**src/logic/ccs_pkg.sv**
```systemverilog
// Purpose: Constants for the instruction-cycle sequencer.
// Assumes: One system clock, derived in the core from the oscillator by two.
// Notes: Operand field widths and opcode codes used by the sequencer.
`default_nettype none
package ccs_pkg;
    localparam int PHASES_PER_CYCLE = 4;
    localparam int OSC_DIV = 2;
    localparam int TMR_SLOW_CLKS = 12;
    localparam int TMR_FAST_CLKS = 4;
    localparam int MAX_ICYCLES = 5;
    localparam int REL_W = 8;
    localparam int IMM_W = 8;
    localparam int IMM16_W = 16;
    localparam int ABS_W = 11;
    localparam int LONG_W = 16;
    localparam logic [15:0] RESET_VECTOR = 16'h0000;
    localparam logic [7:0] OP_MUL = 8'ha4;
    localparam logic [7:0] OP_DIV = 8'h84;
    localparam logic [7:0] OP_INC_DPTR = 8'ha3;
    localparam logic [7:0] OP_MOVX_RD = 8'he0;
    localparam logic [7:0] OP_MOV_DD = 8'h85;
    localparam logic [2:0] CYC_MULDIV = 3'h5;
    localparam logic [2:0] CYC_INC_DPTR = 3'h3;
    localparam logic [2:0] CYC_MOVX = 3'h2;
    localparam logic [2:0] CYC_MOV_DD = 3'h3;
    localparam logic [6:0] IND_MASK = 7'h7f;
    localparam logic [7:0] OP_MOVX_RI = 8'he2;
    typedef enum logic [1:0] {
        PH_FIRST = 2'b00,
        PH_SECOND = 2'b01,
        PH_THIRD = 2'b11,
        PH_FOURTH = 2'b10
    } ccs_phase_e;
endpackage : ccs_pkg
`default_nettype wire

```
**src/logic/ccs_sequencer.sv**
```systemverilog
// Purpose: Instruction-cycle sequencer: phases, cycle counting, timer ticks.
// Assumes: Opcode byte and its size are given by the fetch path in phase_fourth.
// Notes: The opcode's function itself is done by the datapath; this block
//        only paces it and decodes operand fields.
`default_nettype none
// Contract
// - Four one-clock phases per instruction cycle
// - System clock is oscillator divided by two
// - Instructions take one to five cycles
// - External data read takes two cycles; the code gives two only to opcode e0, so MOVX via R0/R1 runs its byte count
// - Direct-to-direct move takes three cycles
// - One fetch per byte; cycles equal bytes except for opcodes with stall cycles
// - Multiply and divide add stall cycles
// - Timers tick every twelve clocks after reset
// - Fast rate ticks every four clocks
// - Opcodes stay binary compatible with classic set
// - Status effects identical; only timing differs
// - Operand fields: rel, imm8, imm16, addr11, addr16
// - Indirect operand addressed by R0 or R1
module ccs_sequencer
    import ccs_pkg::*;
#(
    parameter int TMR_SLOW = TMR_SLOW_CLKS,
    parameter int TMR_FAST = TMR_FAST_CLKS
) (
    input wire logic clk_sys_in,
    input wire logic rst_n_in,
    input wire logic osc_en_in,
    input wire logic [7:0] opcode_in,
    input wire logic [2:0] op_bytes_in,
    input wire logic [7:0] operand1_in,
    input wire logic [7:0] operand2_in,
    input wire logic [15:0] pc_in,
    input wire logic [7:0] wreg0_in,
    input wire logic [7:0] wreg1_in,
    input wire logic timer_fast_in,
    output logic [1:0] phase_out,
    output logic phase_first_out,
    output logic phase_fourth_out,
    output logic fetch_out,
    output logic instr_done_out,
    output logic stall_out,
    output logic [2:0] cycles_left_out,
    output logic [15:0] fetch_addr_out,
    output logic timer_tick_out,
    output logic [15:0] rel_target_out,
    output logic [15:0] abs_target_out,
    output logic [15:0] long_target_out,
    output logic [15:0] long_imm_out,
    output logic [7:0] imm_out,
    output logic [7:0] indirect_addr_out
);
    // ----------------------------------------------------------------
    // Reset synchroniser
    // ----------------------------------------------------------------
    logic rst_s1_q;
    logic rst_s2_q;
    always_ff @(posedge clk_sys_in or negedge rst_n_in) begin
        if (!rst_n_in) begin
            rst_s1_q <= 1'b0;
            rst_s2_q <= 1'b0;
        end else begin
            rst_s1_q <= 1'b1;
            rst_s2_q <= rst_s1_q;
        end
    end
    wire rst_n = rst_s2_q;

    // ----------------------------------------------------------------
    // System clock enable: oscillator by two
    // ----------------------------------------------------------------
    // The oscillator rate arrives as an enable; every second one is a
    // system clock step, so one phase spans two oscillator enables.
    logic div_q;
    wire sys_en = osc_en_in & div_q;
    always_ff @(posedge clk_sys_in or negedge rst_n_in) begin
        if (!rst_n_in) begin
            div_q <= 1'b0;
        end else if (!rst_n) begin
            div_q <= 1'b0;
        end else if (osc_en_in) begin
            div_q <= ~div_q;
        end
    end

    // ----------------------------------------------------------------
    // Phase counter
    // ----------------------------------------------------------------
    ccs_phase_e phase_q;
    ccs_phase_e phase_d;
    always_comb begin
        unique case (phase_q)
            PH_FIRST: phase_d = PH_SECOND;
            PH_SECOND: phase_d = PH_THIRD;
            PH_THIRD: phase_d = PH_FOURTH;
            PH_FOURTH: phase_d = PH_FIRST;
        endcase
    end
    always_ff @(posedge clk_sys_in or negedge rst_n_in) begin
        if (!rst_n_in) begin
            phase_q <= PH_FIRST;
        end else if (!rst_n) begin
            phase_q <= PH_FIRST;
        end else if (sys_en) begin
            phase_q <= phase_d;
        end
    end
    wire at_first = (phase_q == PH_FIRST);
    wire at_fourth = (phase_q == PH_FOURTH);
    wire cyc_end = sys_en & at_fourth;

    // ----------------------------------------------------------------
    // Instruction cycle count
    // ----------------------------------------------------------------
    // Bytes set the count; a few opcodes run longer than their bytes,
    // which become stall cycles with no fetch.
    wire is_muldiv = (opcode_in == OP_MUL) | (opcode_in == OP_DIV);
    wire is_movx = (opcode_in == OP_MOVX_RD);
    wire is_movdd = (opcode_in == OP_MOV_DD);
    wire is_incdp = (opcode_in == OP_INC_DPTR);
    wire [2:0] bytes_safe = (op_bytes_in == 3'h0) ? 3'h1 : op_bytes_in;
    wire [2:0] cyc_table =
        is_muldiv ? CYC_MULDIV :
        is_movx ? CYC_MOVX :
        is_movdd ? CYC_MOV_DD :
        is_incdp ? CYC_INC_DPTR :
        bytes_safe;
    wire [2:0] cyc_total = (cyc_table > 3'(MAX_ICYCLES)) ? 3'(MAX_ICYCLES) : cyc_table;

    logic new_instr_q;
    logic [2:0] left_q;
    logic [2:0] bytes_left_q;
    logic [15:0] addr_q;
    wire last_cyc = (left_q == 3'h1);
    wire [2:0] left_load = cyc_total - 3'h1;
    wire [2:0] bytes_load = bytes_safe - 3'h1;
    wire fetch_now = new_instr_q | (bytes_left_q != 3'h0);

    // Next values, applied only at the end of an instruction cycle
    wire new_instr_d = new_instr_q ? (left_load == 3'h0) : last_cyc;
    wire [2:0] left_d = new_instr_q ? left_load : (left_q - 3'h1);
    wire [2:0] bytes_left_d =
        new_instr_q ? bytes_load :
        (bytes_left_q != 3'h0) ? (bytes_left_q - 3'h1) :
        3'h0;
    // One address step per fetch cycle; a new instruction takes the
    // datapath's pc in its first phase, so jumps redirect the fetch.
    wire addr_step = cyc_end & fetch_now;
    wire addr_load = ~cyc_end & at_first & new_instr_q;
    wire [15:0] addr_d =
        addr_step ? (addr_q + 16'h0001) :
        addr_load ? pc_in :
        addr_q;

    always_ff @(posedge clk_sys_in or negedge rst_n_in) begin
        if (!rst_n_in) begin
            new_instr_q <= 1'b1;
        end else if (!rst_n) begin
            new_instr_q <= 1'b1;
        end else if (cyc_end) begin
            new_instr_q <= new_instr_d;
        end
    end

    always_ff @(posedge clk_sys_in or negedge rst_n_in) begin
        if (!rst_n_in) begin
            left_q <= 3'h1;
        end else if (!rst_n) begin
            left_q <= 3'h1;
        end else if (cyc_end) begin
            left_q <= left_d;
        end
    end

    always_ff @(posedge clk_sys_in or negedge rst_n_in) begin
        if (!rst_n_in) begin
            bytes_left_q <= 3'h0;
        end else if (!rst_n) begin
            bytes_left_q <= 3'h0;
        end else if (cyc_end) begin
            bytes_left_q <= bytes_left_d;
        end
    end

    always_ff @(posedge clk_sys_in or negedge rst_n_in) begin
        if (!rst_n_in) begin
            addr_q <= RESET_VECTOR;
        end else if (!rst_n) begin
            addr_q <= RESET_VECTOR;
        end else begin
            addr_q <= addr_d;
        end
    end

    // ----------------------------------------------------------------
    // Timer prescale
    // ----------------------------------------------------------------
    logic [3:0] tmr_cnt_q;
    wire [3:0] tmr_lim = timer_fast_in ? 4'(TMR_FAST - 1) : 4'(TMR_SLOW - 1);
    wire tmr_wrap = sys_en & (tmr_cnt_q >= tmr_lim);
    always_ff @(posedge clk_sys_in or negedge rst_n_in) begin
        if (!rst_n_in) begin
            tmr_cnt_q <= 4'h0;
        end else if (!rst_n) begin
            tmr_cnt_q <= 4'h0;
        end else if (tmr_wrap) begin
            tmr_cnt_q <= 4'h0;
        end else if (sys_en) begin
            tmr_cnt_q <= tmr_cnt_q + 4'h1;
        end
    end
    logic tick_q;
    always_ff @(posedge clk_sys_in or negedge rst_n_in) begin
        if (!rst_n_in) begin
            tick_q <= 1'b0;
        end else begin
            tick_q <= rst_n & tmr_wrap;
        end
    end

    // ----------------------------------------------------------------
    // Operand field decode
    // ----------------------------------------------------------------
    // Opcode bits pass untouched to the datapath, keeping the classic
    // encoding and flag effects; only pacing is decided here.
    wire [15:0] rel_ext = {{(16 - REL_W){operand1_in[REL_W-1]}}, operand1_in};
    wire [15:0] rel_sum = pc_in + rel_ext;
    wire [ABS_W-1:0] abs_fld = {opcode_in[7:5], operand1_in};
    wire [15:0] abs_sum = {pc_in[15:ABS_W], abs_fld};
    wire [LONG_W-1:0] long_fld = {operand1_in, operand2_in};
    wire is_movx_ri = (opcode_in[7:1] == OP_MOVX_RI[7:1]);
    // External moves use the register as an external address; the register
    // value is left unmasked for every opcode, internal moves included.
    wire [7:0] ind_sel = opcode_in[0] ? wreg1_in : wreg0_in;
    wire [7:0] ind_addr = is_movx_ri ? ind_sel : ind_sel;

    logic [15:0] rel_q;
    logic [15:0] abs_q;
    logic [15:0] long_q;
    logic [7:0] imm_q;
    logic [7:0] ind_q;
    // Field registers follow the operand bytes every clock; the datapath
    // takes them in whichever phase it needs them.
    always_ff @(posedge clk_sys_in or negedge rst_n_in) begin
        if (!rst_n_in) begin
            rel_q <= 16'h0000;
        end else begin
            rel_q <= rel_sum;
        end
    end

    always_ff @(posedge clk_sys_in or negedge rst_n_in) begin
        if (!rst_n_in) begin
            abs_q <= 16'h0000;
        end else begin
            abs_q <= abs_sum;
        end
    end

    always_ff @(posedge clk_sys_in or negedge rst_n_in) begin
        if (!rst_n_in) begin
            long_q <= 16'h0000;
        end else begin
            long_q <= long_fld;
        end
    end

    always_ff @(posedge clk_sys_in or negedge rst_n_in) begin
        if (!rst_n_in) begin
            imm_q <= 8'h00;
        end else begin
            imm_q <= operand1_in[IMM_W-1:0];
        end
    end

    always_ff @(posedge clk_sys_in or negedge rst_n_in) begin
        if (!rst_n_in) begin
            ind_q <= 8'h00;
        end else begin
            ind_q <= ind_addr;
        end
    end

    // ----------------------------------------------------------------
    // Outputs
    // ----------------------------------------------------------------
    assign phase_out = phase_q;
    assign phase_first_out = at_first;
    assign phase_fourth_out = at_fourth;
    assign fetch_out = fetch_now & rst_n;
    assign instr_done_out = cyc_end & (new_instr_q ? (left_load == 3'h0) : last_cyc);
    assign stall_out = ~fetch_now & rst_n;
    assign cycles_left_out = left_q;
    assign fetch_addr_out = addr_q;
    assign timer_tick_out = tick_q;
    assign rel_target_out = rel_q;
    assign abs_target_out = abs_q;
    assign long_target_out = long_q;
    assign long_imm_out = long_q;
    assign imm_out = imm_q;
    assign indirect_addr_out = ind_q;
endmodule : ccs_sequencer
`default_nettype wire

```
**config.mk**
```make
export PLATFORM = sky130hd
export DESIGN_NAME = ccs_sequencer
export DESIGN_NICKNAME = d
export VERILOG_FILES = /design/src/logic/ccs_pkg.sv /design/src/logic/ccs_sequencer.sv
export SDC_FILE = /design/constraint.sdc
export NUM_CORES = 1
export LEC_CHECK = 0
export BUFFER_PORTS_ARGS = -buffer_cell sky130_fd_sc_hd__buf_4
export CAP_MARGIN = 10
export CORE_UTILIZATION = 53
export CTS_CLUSTER_SIZE = 24
export DETAILED_ROUTE_END_ITERATION = 7
export PLACE_DENSITY = 0.87
export SYNTH_ARGS = -nofsm -noshare
export SYNTH_HDL_FRONTEND = slang
export SYNTH_SLANG_ARGS = --single-unit
```
**constraint.sdc**
```tcl
create_clock -name clk_sys_in -period 5.8 [get_ports clk_sys_in]
set_clock_uncertainty 0.15 [all_clocks]
set_input_delay 1.45 -clock clk_sys_in [delete_from_list [all_inputs] [get_ports clk_sys_in]]
set_output_delay 1.45 -clock clk_sys_in [all_outputs]
set_load 0.01 [all_outputs]
```
[Word level (Yosys, flattened, before mapping)]
Index checks and enable logic that the tools add are counted.
Cells by class
  div/mod/pow operators: 0
  mux-type cells: 29
  equal/unequal tests: 14
  reductions and logical operators: 4
  magnitude comparators: 2
  shift-type cells: 0
  $mul: 0
  $add $sub $neg: 7
  bitwise operators: 15
Operators with widths (number)
  two-way mux 16 bit: 3
  == test 8 bit (second input constant): 5
  two-way mux 3 bit: 13
  adder 16 x 1 -> 16 bit (second input constant): 1
  adder 16 bit: 1
  two-way mux 4 bit: 4
  subtractor 3 x 1 -> 3 bit (second input constant): 4
  bitwise AND 1 bit: 10
  two-way mux 8 bit: 1
  one-hot mux 2 bit (4 select lines): 1
  logical NOT 3 bit: 2
  inequality test 3 x 1 -> 1 bit (second input constant): 2
  two-way mux 1 bit: 5
  adder 4 x 1 -> 4 bit (second input constant): 1
  == test 2 bit (second input constant): 2
  >= comparator 4 bit: 1
  two-way mux 2 bit: 2
  inequality test 2 x 1 -> 1 bit (second input constant): 2
  == test 3 x 1 -> 1 bit (second input constant): 1
  greater-than comparator 3 bit (second input constant): 1
  NOT 1 bit: 3
  nonzero test 3 bit: 1
  == test 2 x 1 -> 1 bit (second input constant): 1
  logical NOT 2 bit: 1
  2 further kinds: 3
Storage, ports and cells
  register bits after elaboration: 97
  memories: 0
  bits in latches: 0
  output and inout bits: 107
  logic and storage cells: 86
  RAM bits: 0
  bits of input ports: 63
  ROM bits: 0

[Longest topological paths before layout]
  word-level depth: 13
  gate-level depth with buffers: 9
  depth with buffers taken out: 9

[Worst setup path after synthesis]
Ideal clock, no wire load.
  path type: input port to output port
  start point: input port opcode_in[3]
  end point: output port instr_done_out
  slack: 1.891 ns
  arrival time: 2.309 ns
  buffers on the path: 0
  required time: 4.200 ns
  stages on the path: 5
  path through: nor3b_2 > nand3_1 > a21o_1 > a41oi_1 > nor2_1
On the way
  longest elaborated chain between the ends: 11
  elaborated cells on any way between the ends: 16
  those cells by class: 1 x add/sub; 1 x order compare; 5 x eq/ne; 6 x mux; 2 x bitwise; 1 x reduce/logical
RTL lines
  start: declaration: line ccs_sequencer.sv:29  | input wire logic [7:0] opcode_in,
  == test 8 bit: line ccs_sequencer.sv:120  | wire is_incdp = (opcode_in == OP_INC_DPTR);
  two-way mux 3 bit: line ccs_sequencer.sv:126  | is_incdp ? CYC_INC_DPTR :
  two-way mux 3 bit: line ccs_sequencer.sv:125  | is_movdd ? CYC_MOV_DD :
  two-way mux 3 bit: line ccs_sequencer.sv:124  | is_movx ? CYC_MOVX :
  two-way mux 3 bit *: line ccs_sequencer.sv:123  | is_muldiv ? CYC_MULDIV :
  greater-than comparator 3 bit: line ccs_sequencer.sv:128  | wire [2:0] cyc_total = (cyc_table > 3'(MAX_ICYCLES)) ? 3'(MAX_ICYCLES) : cyc_table;
  two-way mux 3 bit *: line ccs_sequencer.sv:128
  subtractor 3 x 1 -> 3 bit *: line ccs_sequencer.sv:135  | wire [2:0] left_load = cyc_total - 3'h1;
  logical NOT 3 bit *: line ccs_sequencer.sv:291  | assign instr_done_out = cyc_end & (new_instr_q ? (left_load == 3'h0) : last_cyc);
  two-way mux 1 bit *: line ccs_sequencer.sv:291
  bitwise AND 1 bit *: line ccs_sequencer.sv:291
  end: declaration: line ccs_sequencer.sv:41  | output logic instr_done_out,
Mark *: on every way between the ends. The rest lies on a longest branch, timed or not.

[Worst setup path after layout]
Same ends and word-level chain as after synthesis.

==> summary.md <==
| Metric | Value |
|---|---|
| Core area | 7810 µm² |
| Total grt overflow | 0 |
| Power Density | 253 nW/µm² |
| Unique masters post-synth | 64 |
| Post-Syn Nets | 508 |
| Top FF cell, synth | dfrtp_1 |
| Clock latency at the later pin of the worst-skew pair | approximately 0.35 ns |
| Gpl congestion | 0.851 |
| Setup CP Type | in2out |
| Fin util | 72.9% |
| Worst VDD drop | 0.135 mV |
| Share of the synthesized area in the top cell type | 45.5% |
| TritonRoute pass-1 iters | 5 |
| Slew Limit Fails | 0 |
| Detail Placement HPWL | 7440 µm |
| Boundary Pins | 170 |
| Starting Density | 55.6% |
| Antenna violations before repair | 0 |
| Post-synthesis cell count | 421 |
| CTS max path bufs | 2 |
| Clock-pin slew on the worst setup and hold paths | 0.08 ns |
| CTS tree | built |
| H-tree depth | 3 |
| Largest net degree at the start of global routing | 82 |
| Slew HR | 33.5% |
| Commonest non-fill, non-tap cells in the layout | 169 x buf_4, 79 x dfrtp_1, 37 x nand2_1 |
| Area delta synth->final | 31.0% |
| Drt wl/cell | 15.3 µm |
| Critical Path Fanout Max | 5 |
| FP Rows | 32 |
| CTS resizes | 0 |
| Hold crit path type | reg2reg |
| Least-Margin Pin Slew | 0.998 ns |
| Setup violations, final | 0 |
| Startpoint types | input port |
| Worst hold slack | 0.204 ns |
| Number of global-route vias before repair | 3556 |
| MaxCap Viol Count | 0 |
| Post-CTS setup buffer count | 0 |
| Drc violations | 0 |
| Antenna diodes | 0 |
| Total CTS buffers | 9 |
| Setup_tns | 0 ns |
| Post-synth EDFFs | 0 |
| Run status | finished, final reports clean |
| Die X | ~93 µm |
| Commonest non-fill, non-tap cell in the layout | buf_4 |
| WP data arrival | between 2 and 3 ns |
| Count of buffers inserted at the top-level ports | 169 |
| Mean Syn Cell Area | about 10 µm² |
| Largest cells by area after synthesis | dfrtp_1 46%, ha_1 6.6%, buf_4 5.5%, nand2_1 3.2%, mux2_2 2.9% |
| Crit. End Element | output pin |
| Vias post-DR | about 3700 |
| Vias per inst | approximately 5.5 |
| Routed WL | a little over 10000 µm |
| Final Power | 1440 µW |
| Nets | around 650 |
| Tot GR Track Use | 24.2% |
| Sink Count | approximately 80 |
| DR iter-0 viols | 234 |
| Die Ht | 92.5 µm |
| Yosys warns | 0 |
| Total die area | about 8600 µm² |
| Yosys top cell by area | dfrtp_1 |
| Post-route ant nets | 0 |
| Root Driver | clkbuf_8 |
| RSZ-0062 raised after global routing | false |
| Final Hold Vio Count | 0 |
| CP Data Required Time | 4.20 ns |
| Highest Clock Rate | 235 MHz |
| Sequential element share of the synthesized area | 46.7% |
| Post-synthesis cell area | 4340 µm² |
| Period utilization | 73.2% |
| Hold buffers post-CTS | 0 |
| First-pass GRT wire length | about 16000 µm |
| Tmin final | 4.25 ns |
| Layout cells sized above 1 | between 30% and 40% |
| P_leak | 0.00278 µW |
| Synth Register Bits | 81 |
| Post-synth ARST share | 100% |
final timing paths:
check                                   from            endpoint  slack (ns)  depth (start not counted)
worst max-delay path            opcode_in[3]      instr_done_out        1.55                          7
worst min-delay path                rst_s1_q               rst_n        0.20                          0
worst max register to register  phase_out[0]  fetch_addr_out[14]        3.22                          6
worst min register to register      rst_s1_q               rst_n        0.20                          0
max in group asynchronous           rst_n_in   fetch_addr_out[4]        3.74                          1
min in group asynchronous           rst_n_in     long_imm_out[5]        1.11                          1
layout make-up:
type                    instances  area (µm²)
clock buffers                  11         131
well taps                     102         128
inverters                      16        60.1
multi-input cells             281        1970
repair buffers                169        1270
fillers                       552        2120
flip-flops and latches         81        2030
clock inverters                 5         104
report_power, final:
group / switching, µW / internal (µW) / leakage (µW)
clock: 205 / 287 / 0.000118
combinational: 147 / 159 / 0.00167
sequential: 29.0 / 611 / 0.000990
total: 381 / 1060 / 0.00278
cell families (layout without fill, tap and decap cells):
group                    after synthesis  after routing  synth area share (%)
AND/OR/NAND/NOR                      121            121                  14.1
multiplexers                          12             12                  3.08
buffers and inverters                 59            201                  7.95
AO/OA/AOI/OAI                        105            105                  17.3
adder cells (fa/ha/maj)               24             24                  7.09
XOR/XNOR                              18             18                  3.63
other                                  1              1                0.0863
flip-flops                            81             81                  46.7
worst max-delay path, cell delays in order:
cell and delay [ns]:
buf_4 0.11, nor3b_2 0.32, nand3_1 0.15, a21o_1 0.17, a41oi_1 0.23, nor2_1 0.06, buf_4 0.15
Yosys cell counts, drive strengths merged (2+ instances only):
library cell,number
a2111oi,2
a211o,3
a211oi,7
a21boi,7
a21o,4
a21oi,16
a221oi,3
a22oi,2
a311oi,2
a31oi,2
and2,7
and3,7
buf,36
clkbuf,7
dfrtp,79
dfstp,2
ha,23
inv,16
mux2,11
nand2,37
nand3,9
nand4,2
nor2,27
nor2b,14
nor3,5
nor3b,4
nor4bb,2
o211ai,6
o21a,11
o21ai,22
o221ai,2
o31a,2
o31ai,2
xnor2,13
xor2,5
per-stage QoR:
stage | setup WS, ns | instance area [µm²] | std cells
final | 1.55 | 5690 | 665
after global routing | 1.39 | 5690 | 665
after CTS | 1.55 | 5690 | 665
after detailed placement | 1.55 | 5460 | 649
after global placement | 1.61 | 5460 | 649
after floorplan | 1.89 | 4340 | 421
registers in the layout, indices dropped and copies added, names as in the netlist:
name,flops
indirect_addr_out,8
long_imm_out,8
cycles_left_out,3
imm_out,7
div_q,1
timer_tick_out,1
abs_target_out,9
tmr_cnt_q,4
rel_target_out,16
rst_s1_q,1
fetch_addr_out,16
phase_out,2
new_instr_q,1
rst_n,1
bytes_left_q,3
metal layers:
| metal | track usage, % | up-vias | share of wire [%] |
|---|---|---|---|
| met5 | 0 | - | 0 |
| met2 | 42.0 | 184 | 50 |
| met3 | 6.24 | 23 | 7.8 |
| li1 | - | 1737 | - |
| met4 | 7.68 | 0 | 2.0 |
| met1 | 29.3 | 1727 | 40 |
(Power assumes the default switching activity.)
